### config.mk
export PLATFORM = sky130hd
export DESIGN_NAME = rwc_top
export DESIGN_NICKNAME = d
export VERILOG_FILES = /design/src/rtl/rwc_pkg.sv /design/src/rtl/rwc_top.sv
export VERILOG_INCLUDE_DIRS = /design/src /design/src/rtl
export SDC_FILE = /design/constraint.sdc
export NUM_CORES = 1
export LEC_CHECK = 0
export BUFFER_PORTS_ARGS = -buffer_cell sky130_fd_sc_hd__buf_4
export CAP_MARGIN = 20
export CORE_UTILIZATION = 39
export CTS_BUF_LIST = sky130_fd_sc_hd__clkbuf_8
export DETAILED_ROUTE_END_ITERATION = 10
export PLACE_DENSITY = 0.69
export SLEW_MARGIN = 20
export SYNTH_ARGS = -nofsm -noshare
export SYNTH_HDL_FRONTEND = slang
export SYNTH_SLANG_ARGS = --single-unit
### constraint.sdc
create_clock -name clk_i -period 3.6 [get_ports clk_i]
set_clock_uncertainty 0.05 [all_clocks]
set_input_delay 0.36 -clock clk_i [delete_from_list [all_inputs] [get_ports clk_i]]
set_output_delay 0.36 -clock clk_i [all_outputs]
set_load 0.02 [all_outputs]
### src/rtl/rwc_consts.svh
`ifndef RWC_CONSTS_SVH
`define RWC_CONSTS_SVH
// Contract
// - Internal reset reloads registers, restarts at vector
// - Port reset follows any active source
// - Stretch reset by fuse-selected time-out
// - Five sources: power, pin, watchdog, brown-out, debug
// - Pin low past minimum width causes reset
// - Pin release starts delay counter
// - Power-on holds reset, reasserts at once
// - Enabled brown-out resets at once, stretched release
// - Level fuse selects brown-out trigger level
// - Brown-out ignores dips shorter than filter
// - Debug reset holds while scan bit is one
// - Watchdog expiry gives one-cycle pulse, then stretch
// - Watchdog counts its own 1 MHz oscillator
// - Restart, disable, chip reset clear watchdog counter
// - Eight periods; expiry without restart resets
// - Disabled watchdog never resets
// - Bandgap on for brown-out, comparator or converter
// - Turn-off enable self-clears after four clocks
// - Prescale code selects 16384 doubling to 2097152
// - Per-source flags; power flag cleared by software only

// Register byte offsets
`define RWC_ADR_FLAGS 4'h0
`define RWC_ADR_WDT 4'h4
`define RWC_ADR_ACMP 4'h8
// Clock period in ps and timing figures in ns
`define RWC_CLK_PS 8000
`define RWC_EXT_MIN_NS 1500
`define RWC_BOD_FILTER_NS 2000
`define RWC_TOUT_SHORT_NS 4100
`define RWC_TOUT_LONG_NS 65000000
// Watchdog figures
`define RWC_WDT_BASE 16384
`define RWC_TOE_CLOCKS 3'h4
`endif

### src/rtl/rwc_pkg.sv
package rwc_pkg;
    // Reset cause flags, software visible
    typedef struct packed {
        logic debug;
        logic wdt;
        logic brownout_detector;
        logic ext;
        logic por;
    } rwc_flags_t;
    // Watchdog control fields
    typedef struct packed {
        logic toe;
        logic enable;
        logic [2:0] prescale;
    } rwc_wdt_ctl_t;
    typedef enum logic [1:0] {SEQ_HOLD, SEQ_STRETCH, SEQ_RUN} rwc_seq_t;
endpackage

### src/rtl/rwc_top.sv
// The Wishbone slave port and the address map were left to the implementer.
`timescale 1ns/1ps
`include "rwc_consts.svh"
module rwc_top import rwc_pkg::*; #(
    // Reckoned in whole nanoseconds: the picosecond product would overflow int
    parameter int TOUT_LONG_CYC = (`RWC_TOUT_LONG_NS + `RWC_CLK_PS / 1000 - 1)
        / (`RWC_CLK_PS / 1000),
    parameter int WDT_BASE = `RWC_WDT_BASE
) (
    input wire logic clk_i,
    input wire logic rst_i,
    // Classic Wishbone slave
    input wire logic cyc_i,
    input wire logic stb_i,
    input wire logic we_i,
    input wire logic [3:0] adr_i,
    input wire logic [3:0] sel_i,
    input wire logic [31:0] dat_i,
    output logic [31:0] dat_o,
    output logic ack_o,
    // Reset sources and fuses
    input wire logic power_low_i,
    input wire logic reset_pin_n_i,
    input wire logic supply_below_bot_lo_i,
    input wire logic supply_above_bot_hi_i,
    input wire logic debug_reset_reg_i,
    input wire logic brownout_enable_fuse_i,
    input wire logic brownout_level_fuse_i,
    input wire logic [1:0] clock_select_fuses_i,
    input wire logic adc_enable_i,
    input wire logic watchdog_restart_instruction_i,
    input wire logic wdt_osc_i,
    // Outputs
    output logic internal_reset_o,
    output logic port_reset_o,
    output logic brownout_level_high_o,
    output logic bandgap_enable_o
);
    function automatic int cyc_ceil(input int ns);
        int c;
        c = (ns * 1000 + `RWC_CLK_PS - 1) / `RWC_CLK_PS;
        return (c < 1) ? 1 : c;
    endfunction

    // Filter widths rounded up so a pulse is never judged too long
    localparam int EXT_MIN_CYC = cyc_ceil(`RWC_EXT_MIN_NS);
    localparam int BOD_CYC = cyc_ceil(`RWC_BOD_FILTER_NS);
    localparam int TOUT_SHORT_CYC = cyc_ceil(`RWC_TOUT_SHORT_NS);

    // Fuse code 00 stretches by one cycle, 01 short, 1x long
    function automatic logic [23:0] tout_cycles(input logic [1:0] sel);
        logic [23:0] v;
        v = 24'h000001;
        if (sel == 2'h1) begin
            v = 24'(TOUT_SHORT_CYC);
        end else if (sel[1]) begin
            v = 24'(TOUT_LONG_CYC);
        end
        return v;
    endfunction

    logic ext_src_r, bod_src_r, wdt_pulse_r;
    logic [15:0] ext_cnt_r, bod_cnt_r;
    logic sync1_r, sync2_r, any_src;
    logic [23:0] tout_cnt_r;
    rwc_seq_t seq_r;
    logic internal_reset_r;
    rwc_flags_t flags_r;
    rwc_wdt_ctl_t wdt_ctl_r;
    logic [2:0] toe_cnt_r;
    logic cmp_bg_sel_r;
    logic ack_r;
    logic [31:0] dat_r;
    logic wr_en, wr_lane0;
    logic osc_s1_r, osc_s2_r, osc_s3_r, osc_tick;
    logic [21:0] wdt_cnt_r;
    logic [21:0] wdt_limit;

    // Pin reset only after the low level outlasts the minimum width
    always_ff @(posedge clk_i) begin
        if (rst_i || reset_pin_n_i) begin
            ext_cnt_r <= '0;
            ext_src_r <= 1'b0;
        end else if (ext_cnt_r >= 16'(EXT_MIN_CYC - 1)) begin
            ext_src_r <= 1'b1;
        end else begin
            ext_cnt_r <= ext_cnt_r + 16'h0001;
        end
    end

    // Brown-out: filtered on the way in, released only above upper level
    always_ff @(posedge clk_i) begin
        if (rst_i || !brownout_enable_fuse_i) begin
            bod_cnt_r <= '0;
            bod_src_r <= 1'b0;
        end else if (bod_src_r) begin
            if (supply_above_bot_hi_i) begin
                bod_src_r <= 1'b0;
                bod_cnt_r <= '0;
            end
        end else if (!supply_below_bot_lo_i) begin
            bod_cnt_r <= '0;
        end else if (bod_cnt_r >= 16'(BOD_CYC - 1)) begin
            bod_src_r <= 1'b1;
        end else begin
            bod_cnt_r <= bod_cnt_r + 16'h0001;
        end
    end

    // Level fuse is passed to the analog comparator as its threshold pick
    always_ff @(posedge clk_i) begin
        brownout_level_high_o <= brownout_level_fuse_i;
    end

    // All five sources combine by OR
    assign any_src = power_low_i | ext_src_r | bod_src_r | wdt_pulse_r
                   | debug_reset_reg_i;

    // Port reset follows sources one edge later; needs the clock running
    always_ff @(posedge clk_i) begin
        port_reset_o <= rst_i | any_src;
    end

    // Two-flop release synchroniser; first stage feeds only the second
    always_ff @(posedge clk_i) begin
        if (rst_i) begin
            sync1_r <= 1'b1;
            sync2_r <= 1'b1;
        end else begin
            sync1_r <= any_src;
            sync2_r <= sync1_r;
        end
    end

    // Stretch sequencer: any source back restarts the count from zero
    always_ff @(posedge clk_i) begin
        if (rst_i) begin
            seq_r <= SEQ_HOLD;
            tout_cnt_r <= '0;
            internal_reset_r <= 1'b1;
        end else begin
            unique case (seq_r)
                SEQ_HOLD: begin
                    tout_cnt_r <= '0;
                    internal_reset_r <= 1'b1;
                    if (!sync2_r) begin
                        seq_r <= SEQ_STRETCH;
                    end
                end
                SEQ_STRETCH: begin
                    if (sync2_r) begin
                        seq_r <= SEQ_HOLD;
                        tout_cnt_r <= '0;
                    end else if (tout_cnt_r >= tout_cycles(clock_select_fuses_i) - 24'h1) begin
                        seq_r <= SEQ_RUN;
                        internal_reset_r <= 1'b0;
                    end else begin
                        tout_cnt_r <= tout_cnt_r + 24'h000001;
                    end
                end
                SEQ_RUN: begin
                    if (sync2_r) begin
                        seq_r <= SEQ_HOLD;
                        internal_reset_r <= 1'b1;
                    end
                end
            endcase
        end
    end

    // Core restarts from the vector when this falls
    assign internal_reset_o = internal_reset_r;

    // Bus handshake: ack one cycle after request, dropped the next
    assign wr_en = cyc_i & stb_i & we_i & ack_r;
    assign wr_lane0 = wr_en & sel_i[0];
    always_ff @(posedge clk_i) begin
        if (rst_i) begin
            ack_r <= 1'b0;
        end else begin
            ack_r <= cyc_i & stb_i & ~ack_r;
        end
    end

    // Read data captured with the ack; unmapped words read zero
    always_ff @(posedge clk_i) begin
        if (rst_i) begin
            dat_r <= '0;
        end else if (cyc_i && stb_i && !ack_r) begin
            unique case (adr_i)
                `RWC_ADR_FLAGS: dat_r <= 32'(flags_r);
                `RWC_ADR_WDT: dat_r <= 32'(wdt_ctl_r);
                `RWC_ADR_ACMP: dat_r <= 32'(cmp_bg_sel_r);
                default: dat_r <= '0;
            endcase
        end
    end
    assign dat_o = dat_r;
    assign ack_o = ack_r;

    // Cause flags: hardware set wins over a software clear
    always_ff @(posedge clk_i) begin
        if (rst_i) begin
            flags_r <= '0;
        end else begin
            if (wr_lane0 && adr_i == `RWC_ADR_FLAGS) begin
                flags_r <= flags_r & rwc_flags_t'(dat_i[4:0]);
            end
            if (power_low_i) begin
                flags_r.debug <= 1'b0;
                flags_r.wdt <= 1'b0;
                flags_r.brownout_detector <= 1'b0;
                flags_r.ext <= 1'b0;
                flags_r.por <= 1'b1;
            end else begin
                if (debug_reset_reg_i) flags_r.debug <= 1'b1;
                if (wdt_pulse_r) flags_r.wdt <= 1'b1;
                if (bod_src_r) flags_r.brownout_detector <= 1'b1;
                if (ext_src_r) flags_r.ext <= 1'b1;
            end
        end
    end

    // Watchdog control with protected turn-off
    always_ff @(posedge clk_i) begin
        if (rst_i || internal_reset_r) begin
            wdt_ctl_r <= '0;
            toe_cnt_r <= '0;
        end else if (wr_lane0 && adr_i == `RWC_ADR_WDT) begin
            // Prescale is taken on every write, whatever the enable does
            wdt_ctl_r.prescale <= dat_i[2:0];
            if (dat_i[4] && dat_i[3]) begin
                wdt_ctl_r.toe <= 1'b1;
                wdt_ctl_r.enable <= 1'b1;
                toe_cnt_r <= `RWC_TOE_CLOCKS;
            end else begin
                // Plain clear of the enable is ignored without turn-off enable
                wdt_ctl_r.enable <= dat_i[3] | (wdt_ctl_r.enable & ~wdt_ctl_r.toe);
                wdt_ctl_r.toe <= 1'b0;
                toe_cnt_r <= '0;
            end
        end else if (toe_cnt_r != 3'h0) begin
            toe_cnt_r <= toe_cnt_r - 3'h1;
            if (toe_cnt_r == 3'h1) begin
                wdt_ctl_r.toe <= 1'b0;
            end
        end
    end

    // Comparator bandgap select bit
    always_ff @(posedge clk_i) begin
        if (rst_i || internal_reset_r) begin
            cmp_bg_sel_r <= 1'b0;
        end else if (wr_lane0 && adr_i == `RWC_ADR_ACMP) begin
            cmp_bg_sel_r <= dat_i[0];
        end
    end

    // Bandgap powered only when some user needs it; start-up is software's wait
    always_ff @(posedge clk_i) begin
        if (rst_i) begin
            bandgap_enable_o <= 1'b0;
        end else begin
            // A plain OR: the reference has no start-up gating of its own
            bandgap_enable_o <= brownout_enable_fuse_i | cmp_bg_sel_r | adc_enable_i;
        end
    end

    // Oscillator synchronised, rising edge seen after the second stage
    always_ff @(posedge clk_i) begin
        if (rst_i) begin
            osc_s1_r <= 1'b0;
            osc_s2_r <= 1'b0;
            osc_s3_r <= 1'b0;
        end else begin
            osc_s1_r <= wdt_osc_i;
            osc_s2_r <= osc_s1_r;
            osc_s3_r <= osc_s2_r;
        end
    end
    // Only settled stages feed the edge detector
    assign osc_tick = osc_s2_r & ~osc_s3_r;

    // Period doubles per prescale step
    assign wdt_limit = 22'(WDT_BASE) << wdt_ctl_r.prescale;

    // Watchdog counter and expiry pulse of one system clock
    always_ff @(posedge clk_i) begin
        if (rst_i || internal_reset_r || !wdt_ctl_r.enable || watchdog_restart_instruction_i) begin
            wdt_cnt_r <= '0;
            wdt_pulse_r <= 1'b0;
        end else if (wdt_pulse_r) begin
            wdt_pulse_r <= 1'b0;
        end else if (osc_tick) begin
            if (wdt_cnt_r >= wdt_limit - 22'h1) begin
                wdt_cnt_r <= '0;
                wdt_pulse_r <= 1'b1;
            end else begin
                wdt_cnt_r <= wdt_cnt_r + 22'h1;
            end
        end
    end
endmodule

Word level (Yosys, flattened, before mapping):

Index checks and enable logic that the tools add are counted.

* reductions and logical operators: 33
* bitwise operators: 21
* shift-type cells: 1
* multiplexer cells: 41
* order comparisons: 4
* equal/unequal tests: 14
* add/subtract/negate cells: 7

Operators by type and width (count)
* 24-bit two-way mux: 5
* 16-bit two-way mux: 4
* 24-bit one-hot mux with 2 select lines: 1
* 23-bit two-way mux: 2
* 16-bit by 1-bit adder with 16-bit output (second input constant): 2
* 16-bit by 8-bit greater-or-equal comparator with 1-bit output (second input constant): 2
* 24-bit by 1-bit adder with 24-bit output (second input constant): 1
* 24-bit greater-or-equal comparator: 1
* 24-bit by 1-bit subtractor with 24-bit output (second input constant): 1
* 22-bit by 1-bit adder with 22-bit output (second input constant): 1
* 22-bit greater-or-equal comparator: 1
* 22-bit two-way mux: 1
* 15-bit by 3-bit << shifter with 22-bit output (first input constant): 1
* 22-bit by 1-bit subtractor with 22-bit output (second input constant): 1
* 1-bit two-way mux: 16
* 2-bit nonzero test: 8
* 5-bit one-hot mux with 3 select lines: 1
* 2-bit two-way mux: 5
* 2-bit inequality test (second input constant): 5
* 3-bit two-way mux: 3
* 3-bit inequality test (second input constant): 3
* 1-bit OR: 8
* 2-bit AND reduction: 4
* 1-bit bitwise AND: 7
* 20 further kinds: 37

* bits in registers: 139
* word-level logic and storage cells: 150
* output and inout bits: 37
* input bits: 57

Logic depth before layout (Yosys ltp):

* depth in word-level cells: 10
* mapped depth: 11
* mapped depth without buffers: 9

Worst setup path after synthesis:

OpenSTA, ideal clock, no wires.

* kind: in2reg
* from: in clock_select_fuses_i[1]
* to: reg seq_r[0]
* buffers on the path: 1
* setup time: 0.079 ns
* arrival: 2.306 ns
* path slack: 1.165 ns
* stages on the path: 10
* data required time: 3.471 ns
* path through: inv_1 ha_1 nand2_1 o21ai_2 nor3_1 a2111o_2 buf_6 a221oi_4 nor2_1 a211oi_2

* longest elaborated chain between the ends: 9
* elaborated cells between the ends (all ways): 10
* those cells by class: add/sub: 1; order compare: 1; eq/ne: 2; mux: 5; reduce/logical: 1

Ends and longest elaborated chain
* start, declared: RTL line rwc_top.sv:29 `input wire logic [1:0] clock_select_fuses_i,`
* 2-bit by 1-bit == test with 1-bit output / 23-bit two-way mux (equally long branches): RTL line rwc_top.sv:54, rwc_top.sv:56
* 23-bit two-way mux (*): RTL line rwc_top.sv:54 `if (sel == 2'h1) begin`
* 24-bit two-way mux (*): RTL line rwc_top.sv:151 `if (sync2_r) begin`
* 24-bit two-way mux (*): RTL line rwc_top.sv:142 `unique case (seq_r)`
* 24-bit two-way mux (*): RTL line rwc_top.sv:137 `if (rst_i) begin`
* 24-bit by 1-bit subtractor with 24-bit output (*): RTL line rwc_top.sv:154 `end else if (tout_cnt_r >= tout_cycles(clock_select_fuses_i) - 24'h1) begin`
* 24-bit greater-or-equal comparator (*): RTL line rwc_top.sv:154
* 3-bit inequality test (no source line) (*)
* 3-bit AND reduction (no source line) (*)
* end signal, assigned: RTL line rwc_top.sv:152 `seq_r <= SEQ_HOLD;`
* end signal, assigned: RTL line rwc_top.sv:155 `seq_r <= SEQ_RUN;`
* end signal, assigned: RTL line rwc_top.sv:163 `seq_r <= SEQ_HOLD;`
* end, declared: RTL line rwc_top.sv:66 `rwc_seq_t seq_r;`

Mark *: on every way between the ends. The rest lies on a longest branch, timed or not. The select of a mux whose other input is x is not followed.
A chain may end at the register's enable or synchronous reset.

Worst setup path after layout:

* from: in clock_select_fuses_i[1]
* to: reg tout_cnt_r[14]

* longest elaborated chain between the ends: 9
* elaborated cells between the ends (all ways): 10
* those cells by class: add/sub: 1; order compare: 1; eq/ne: 2; mux: 5; reduce/logical: 1

Ends and longest elaborated chain
* 2-bit by 1-bit == test with 1-bit output / 23-bit two-way mux (equally long branches): RTL line rwc_top.sv:54, rwc_top.sv:56
* 23-bit two-way mux (*): RTL line rwc_top.sv:54
* 24-bit two-way mux (*): RTL line rwc_top.sv:151
* 24-bit two-way mux (*): RTL line rwc_top.sv:142
* 24-bit two-way mux (*): RTL line rwc_top.sv:137
* 24-bit by 1-bit subtractor with 24-bit output (*): RTL line rwc_top.sv:154
* 24-bit greater-or-equal comparator (*): RTL line rwc_top.sv:154
* 3-bit inequality test (no source line) (*)
* 2-bit AND reduction (no source line) (*)
* end signal, assigned: RTL line rwc_top.sv:158 `tout_cnt_r <= tout_cnt_r + 24'h000001;`
* end, declared: RTL line rwc_top.sv:65 `logic [23:0] tout_cnt_r;`

Marked as above.

==> impl_metrics.json <==
{
  "finalHoldViolCount": 0,
  "slew_violations": 0,
  "dieArea_um2": 15320,
  "clockBufferDepth": 2,
  "coreArea_um2": 14480,
  "synthSimpleGateAreaFrac_pct": 25.50,
  "synth_xor_area_share_pct": 4.845,
  "synthFlopType": "dfxtp_1",
  "grt.total_usage_pct": 15.40,
  "synth_area_per_cell_um2": 8.544,
  "final_common_cell": "dfxtp_1",
  "final_cell_mix": "dfxtp_1 (112), nor2_1 (73), nand3_1 (47), nand2_1 (47), buf_4 (42)",
  "grt_pass1_vias": 4062,
  "cts.clk_slew.worst_paths_ns": 0.11,
  "final_layout_size_suffix_gt1_share_pct": 10.92,
  "synth_cells": 677,
  "outcome": "finished clean",
  "place_congestion": 0.8127,
  "ys_ff_latch": 112,
  "finalWirelength_mm": 11.18,
  "setup_viol": 0,
  "synth_mux_area_share_pct": 1.471,
  "relSlewSlack_pct": 43.74,
  "ios": 94,
  "pwr-share-comb_pct": 6.4,
  "post_cts_buffers": 0,
  "detail_route.wl_per_cell_um": 12.45,
  "swShare_pct": 22.50,
  "drv_cap": 0,
  "synth_edf_count": 0,
  "numPortBuffers": 36,
  "cts_resized": 0,
  "critical_path_arrival_ns": 2.81,
  "cp-startpoint": "clock_select_fuses_i[1]",
  "period_minus_slack_ns": 2.579,
  "dr.pass1.iters": 6,
  "num_antenna_cells": 0,
  "syn_area_um2": 5784,
  "stdcell_area_um2": 6375,
  "leakage_nw": 2.427,
  "fmax_mhz": 387.8,
  "period_share_pct": 71.63,
  "synth_cell_type_count": 57,
  "synth_compound_area_share_pct": 13.78,
  "cp-start-kind": "input port",
  "setup_slack_ns": 1.021,
  "critPathCaptureType": "register",
  "hold_class": "input port to register",
  "rsz0062_at_grt": "no",
  "cts-root-buf": "clkbuf_8",
  "powerDensity_nw_per_um2": 357.1,
  "die_y_um": 123.8,
  "drt_iter0_drc": 323,
  "reg2reg_from": "wdt_ctl_r[1]$_SDFFE_PP0P_",
  "drc_errors": 0,
  "n_fill_cell": 1429,
  "antenna_found_initial": 0,
  "hold_depth": 1,
  "hp-start": "brownout_level_fuse_i",
  "rows": 44,
  "synth-adder-area-share_pct": 8.869,
  "viasPerCell": 5.156,
  "grt_pass1_wl_mm": 18.86,
  "utilization_pct": 44.03,
  "cpLargestDelayFamily": "simple AND/OR/NAND/NOR gates",
  "htree_levels": 3,
  "internal_power_mw": 1.764,
  "path_cells": "buf_4, inv_1, ha_1, a21oi_1, o21ai_2, nor3_1, a2111o_2, and2_1, nand2_1, o41ai_1",
  "pre_cts_ws_ns": 0.6134,
  "synth_top_family_by_area": "simple AND/OR/NAND/NOR gates",
  "cts_tree": "built",
  "ant_nets": 0,
  "rrSetupSlack_ns": 1.03,
  "cpPeakStageDelay_ns": 0.48,
  "clock_sinks": 112,
  "cts_made_buffers": 9,
  "p_clk_share_pct": 38.6,
  "slowest_stage": "and2_1",
  "worst_pin_slew_ns": 0.8440,
  "netSwitchingPower_uw": 512.2,
  "num_vias": 4630,
  "critPathKind": "input port to register",
  "vdd_drop_max_mv": 0.2459,
  "critPathRequiredTime_ns": 3.83,
  "dp_hpwl_mm": 8.135,
  "place_area_um2": 6133,
  "worstSkewPairLatency_ns": 0.38,
  "die_w_um": 123.8,
  "ys_warn_count": 0,
  "reg2reg_depth": 9,
  "areaGrowthSynthToFinish_pct": 10.21,
  "grt_max_degree": 32,
  "path_max_fanout": 14,
  "seq_area_frac_synth_pct": 38.76,
  "async_reset_ff_share_pct": 0,
  "initial_core_util_pct": 39.95,
  "power_frac_seq_pct": 55.0,
  "postCtsHoldBufs": 0,
  "overflow": 0,
  "cp_num_buf_inv": 2,
  "fin_nets": 807,
  "crit_cells": 10,
  "setup_tns_ns": 0
}
-- cell usage after synthesis, types with 3 or more instances --
master / instances / area, um2
nor2b_1: 10 / 62.56
xor2_1: 22 / 192.7
a21o_1: 3 / 22.52
mux2i_1: 4 / 40.04
o41ai_1: 3 / 26.28
a21oi_1: 33 / 165.2
dfxtp_1: 112 / 2242
nand2b_1: 7 / 43.79
nor3_1: 12 / 60.06
nor4_1: 5 / 31.28
a31oi_1: 12 / 75.07
nand3_1: 47 / 235.2
or3_1: 5 / 31.28
a41oi_1: 9 / 78.83
buf_4: 27 / 202.7
and2_1: 19 / 118.9
or2_2: 5 / 31.28
nand4_1: 21 / 131.4
or4_1: 5 / 37.54
o211ai_1: 6 / 45.04
ha_1: 41 / 513.0
inv_1: 19 / 71.32
a22oi_1: 6 / 45.04
nand2_1: 47 / 176.4
nand3b_1: 3 / 22.52
mux2_2: 4 / 45.04
and4_1: 3 / 26.28
o21ai_0: 28 / 140.1
nor2_1: 73 / 274.0
xnor2_1: 10 / 87.58
buf_1: 3 / 11.26
and3_1: 21 / 131.4
clkbuf_1: 14 / 52.55
buf_2: 7 / 35.03
-- cell type report --
cell class                 count  area [um2]  area share (%)
clock buffer                   9       123.9           1.943
timing repair buffer          42       315.3           4.946
multi-input combinational    525        3274           51.36
sequential                   112        2242           35.17
inverter                      19       71.32           1.119
clock inverter                 7       117.6           1.845
tap                          184       230.2           3.611
-- logic make-up after synthesis --
group                      count (synthesis)
DFF                                      112
muxes                                      8
and+or+nand+nor                          290
adders and majority gates                 41
other                                      2
AOI/OAI and AO/OA                        121
xor gates and xnor gates                  32
buffers and inverters                     71
-- path summary, 6_finish.rpt --
kind / end
worst max-delay path: tout_cnt_r[14]$_SDFFE_PP0P_
worst min-delay path: brownout_level_high_o$_DFF_P_
worst max register to register: wdt_cnt_r[21]$_SDFFE_PP0P_
worst min register to register: sync2_r$_SDFF_PP1_
-- layer usage --
layer,share of wire (%),global-route usage (%),vias to the layer above
met3,4.1,3.342,8
li1,-,-,2425
met4,0.73,4.292,0
met5,0,0,-
met2,45,23.78,87
met1,50,21.44,2110
-- through the flow --
step / cells / power, mW / hold WS, ns
global placement: 882 / 1.426 / 0.3581
detailed placement: 882 / 1.427 / 0.3533
floorplan: 708 / 1.400 / 0.3377
finish: 898 / 2.276 / 0.03372
global route: 898 / 2.376 / 0.01461
CTS: 898 / 2.308 / 0.01622
-- power by group through the flow --
stage	combinational [mW]	sequential, mW	clock (mW)
6_report	0.145	1.25	0.879
3_3_place_gp	0.145	1.28	0
3_5_place_dp	0.146	1.28	0
2_1_floorplan	0.117	1.28	0
4_1_cts	0.146	1.25	0.909
5_1_grt	0.164	1.25	0.957
-- state kept, by name, summed over array words and instances (netlist names), 2 cells and up --
register    flops
ext_cnt_r      16
wdt_cnt_r      22
flags_r         5
wdt_ctl_r       5
seq_r           2
dat_o           5
toe_cnt_r       3
tout_cnt_r     24
bod_cnt_r      16
No activity file was read; power rests on OpenSTA's default activity.
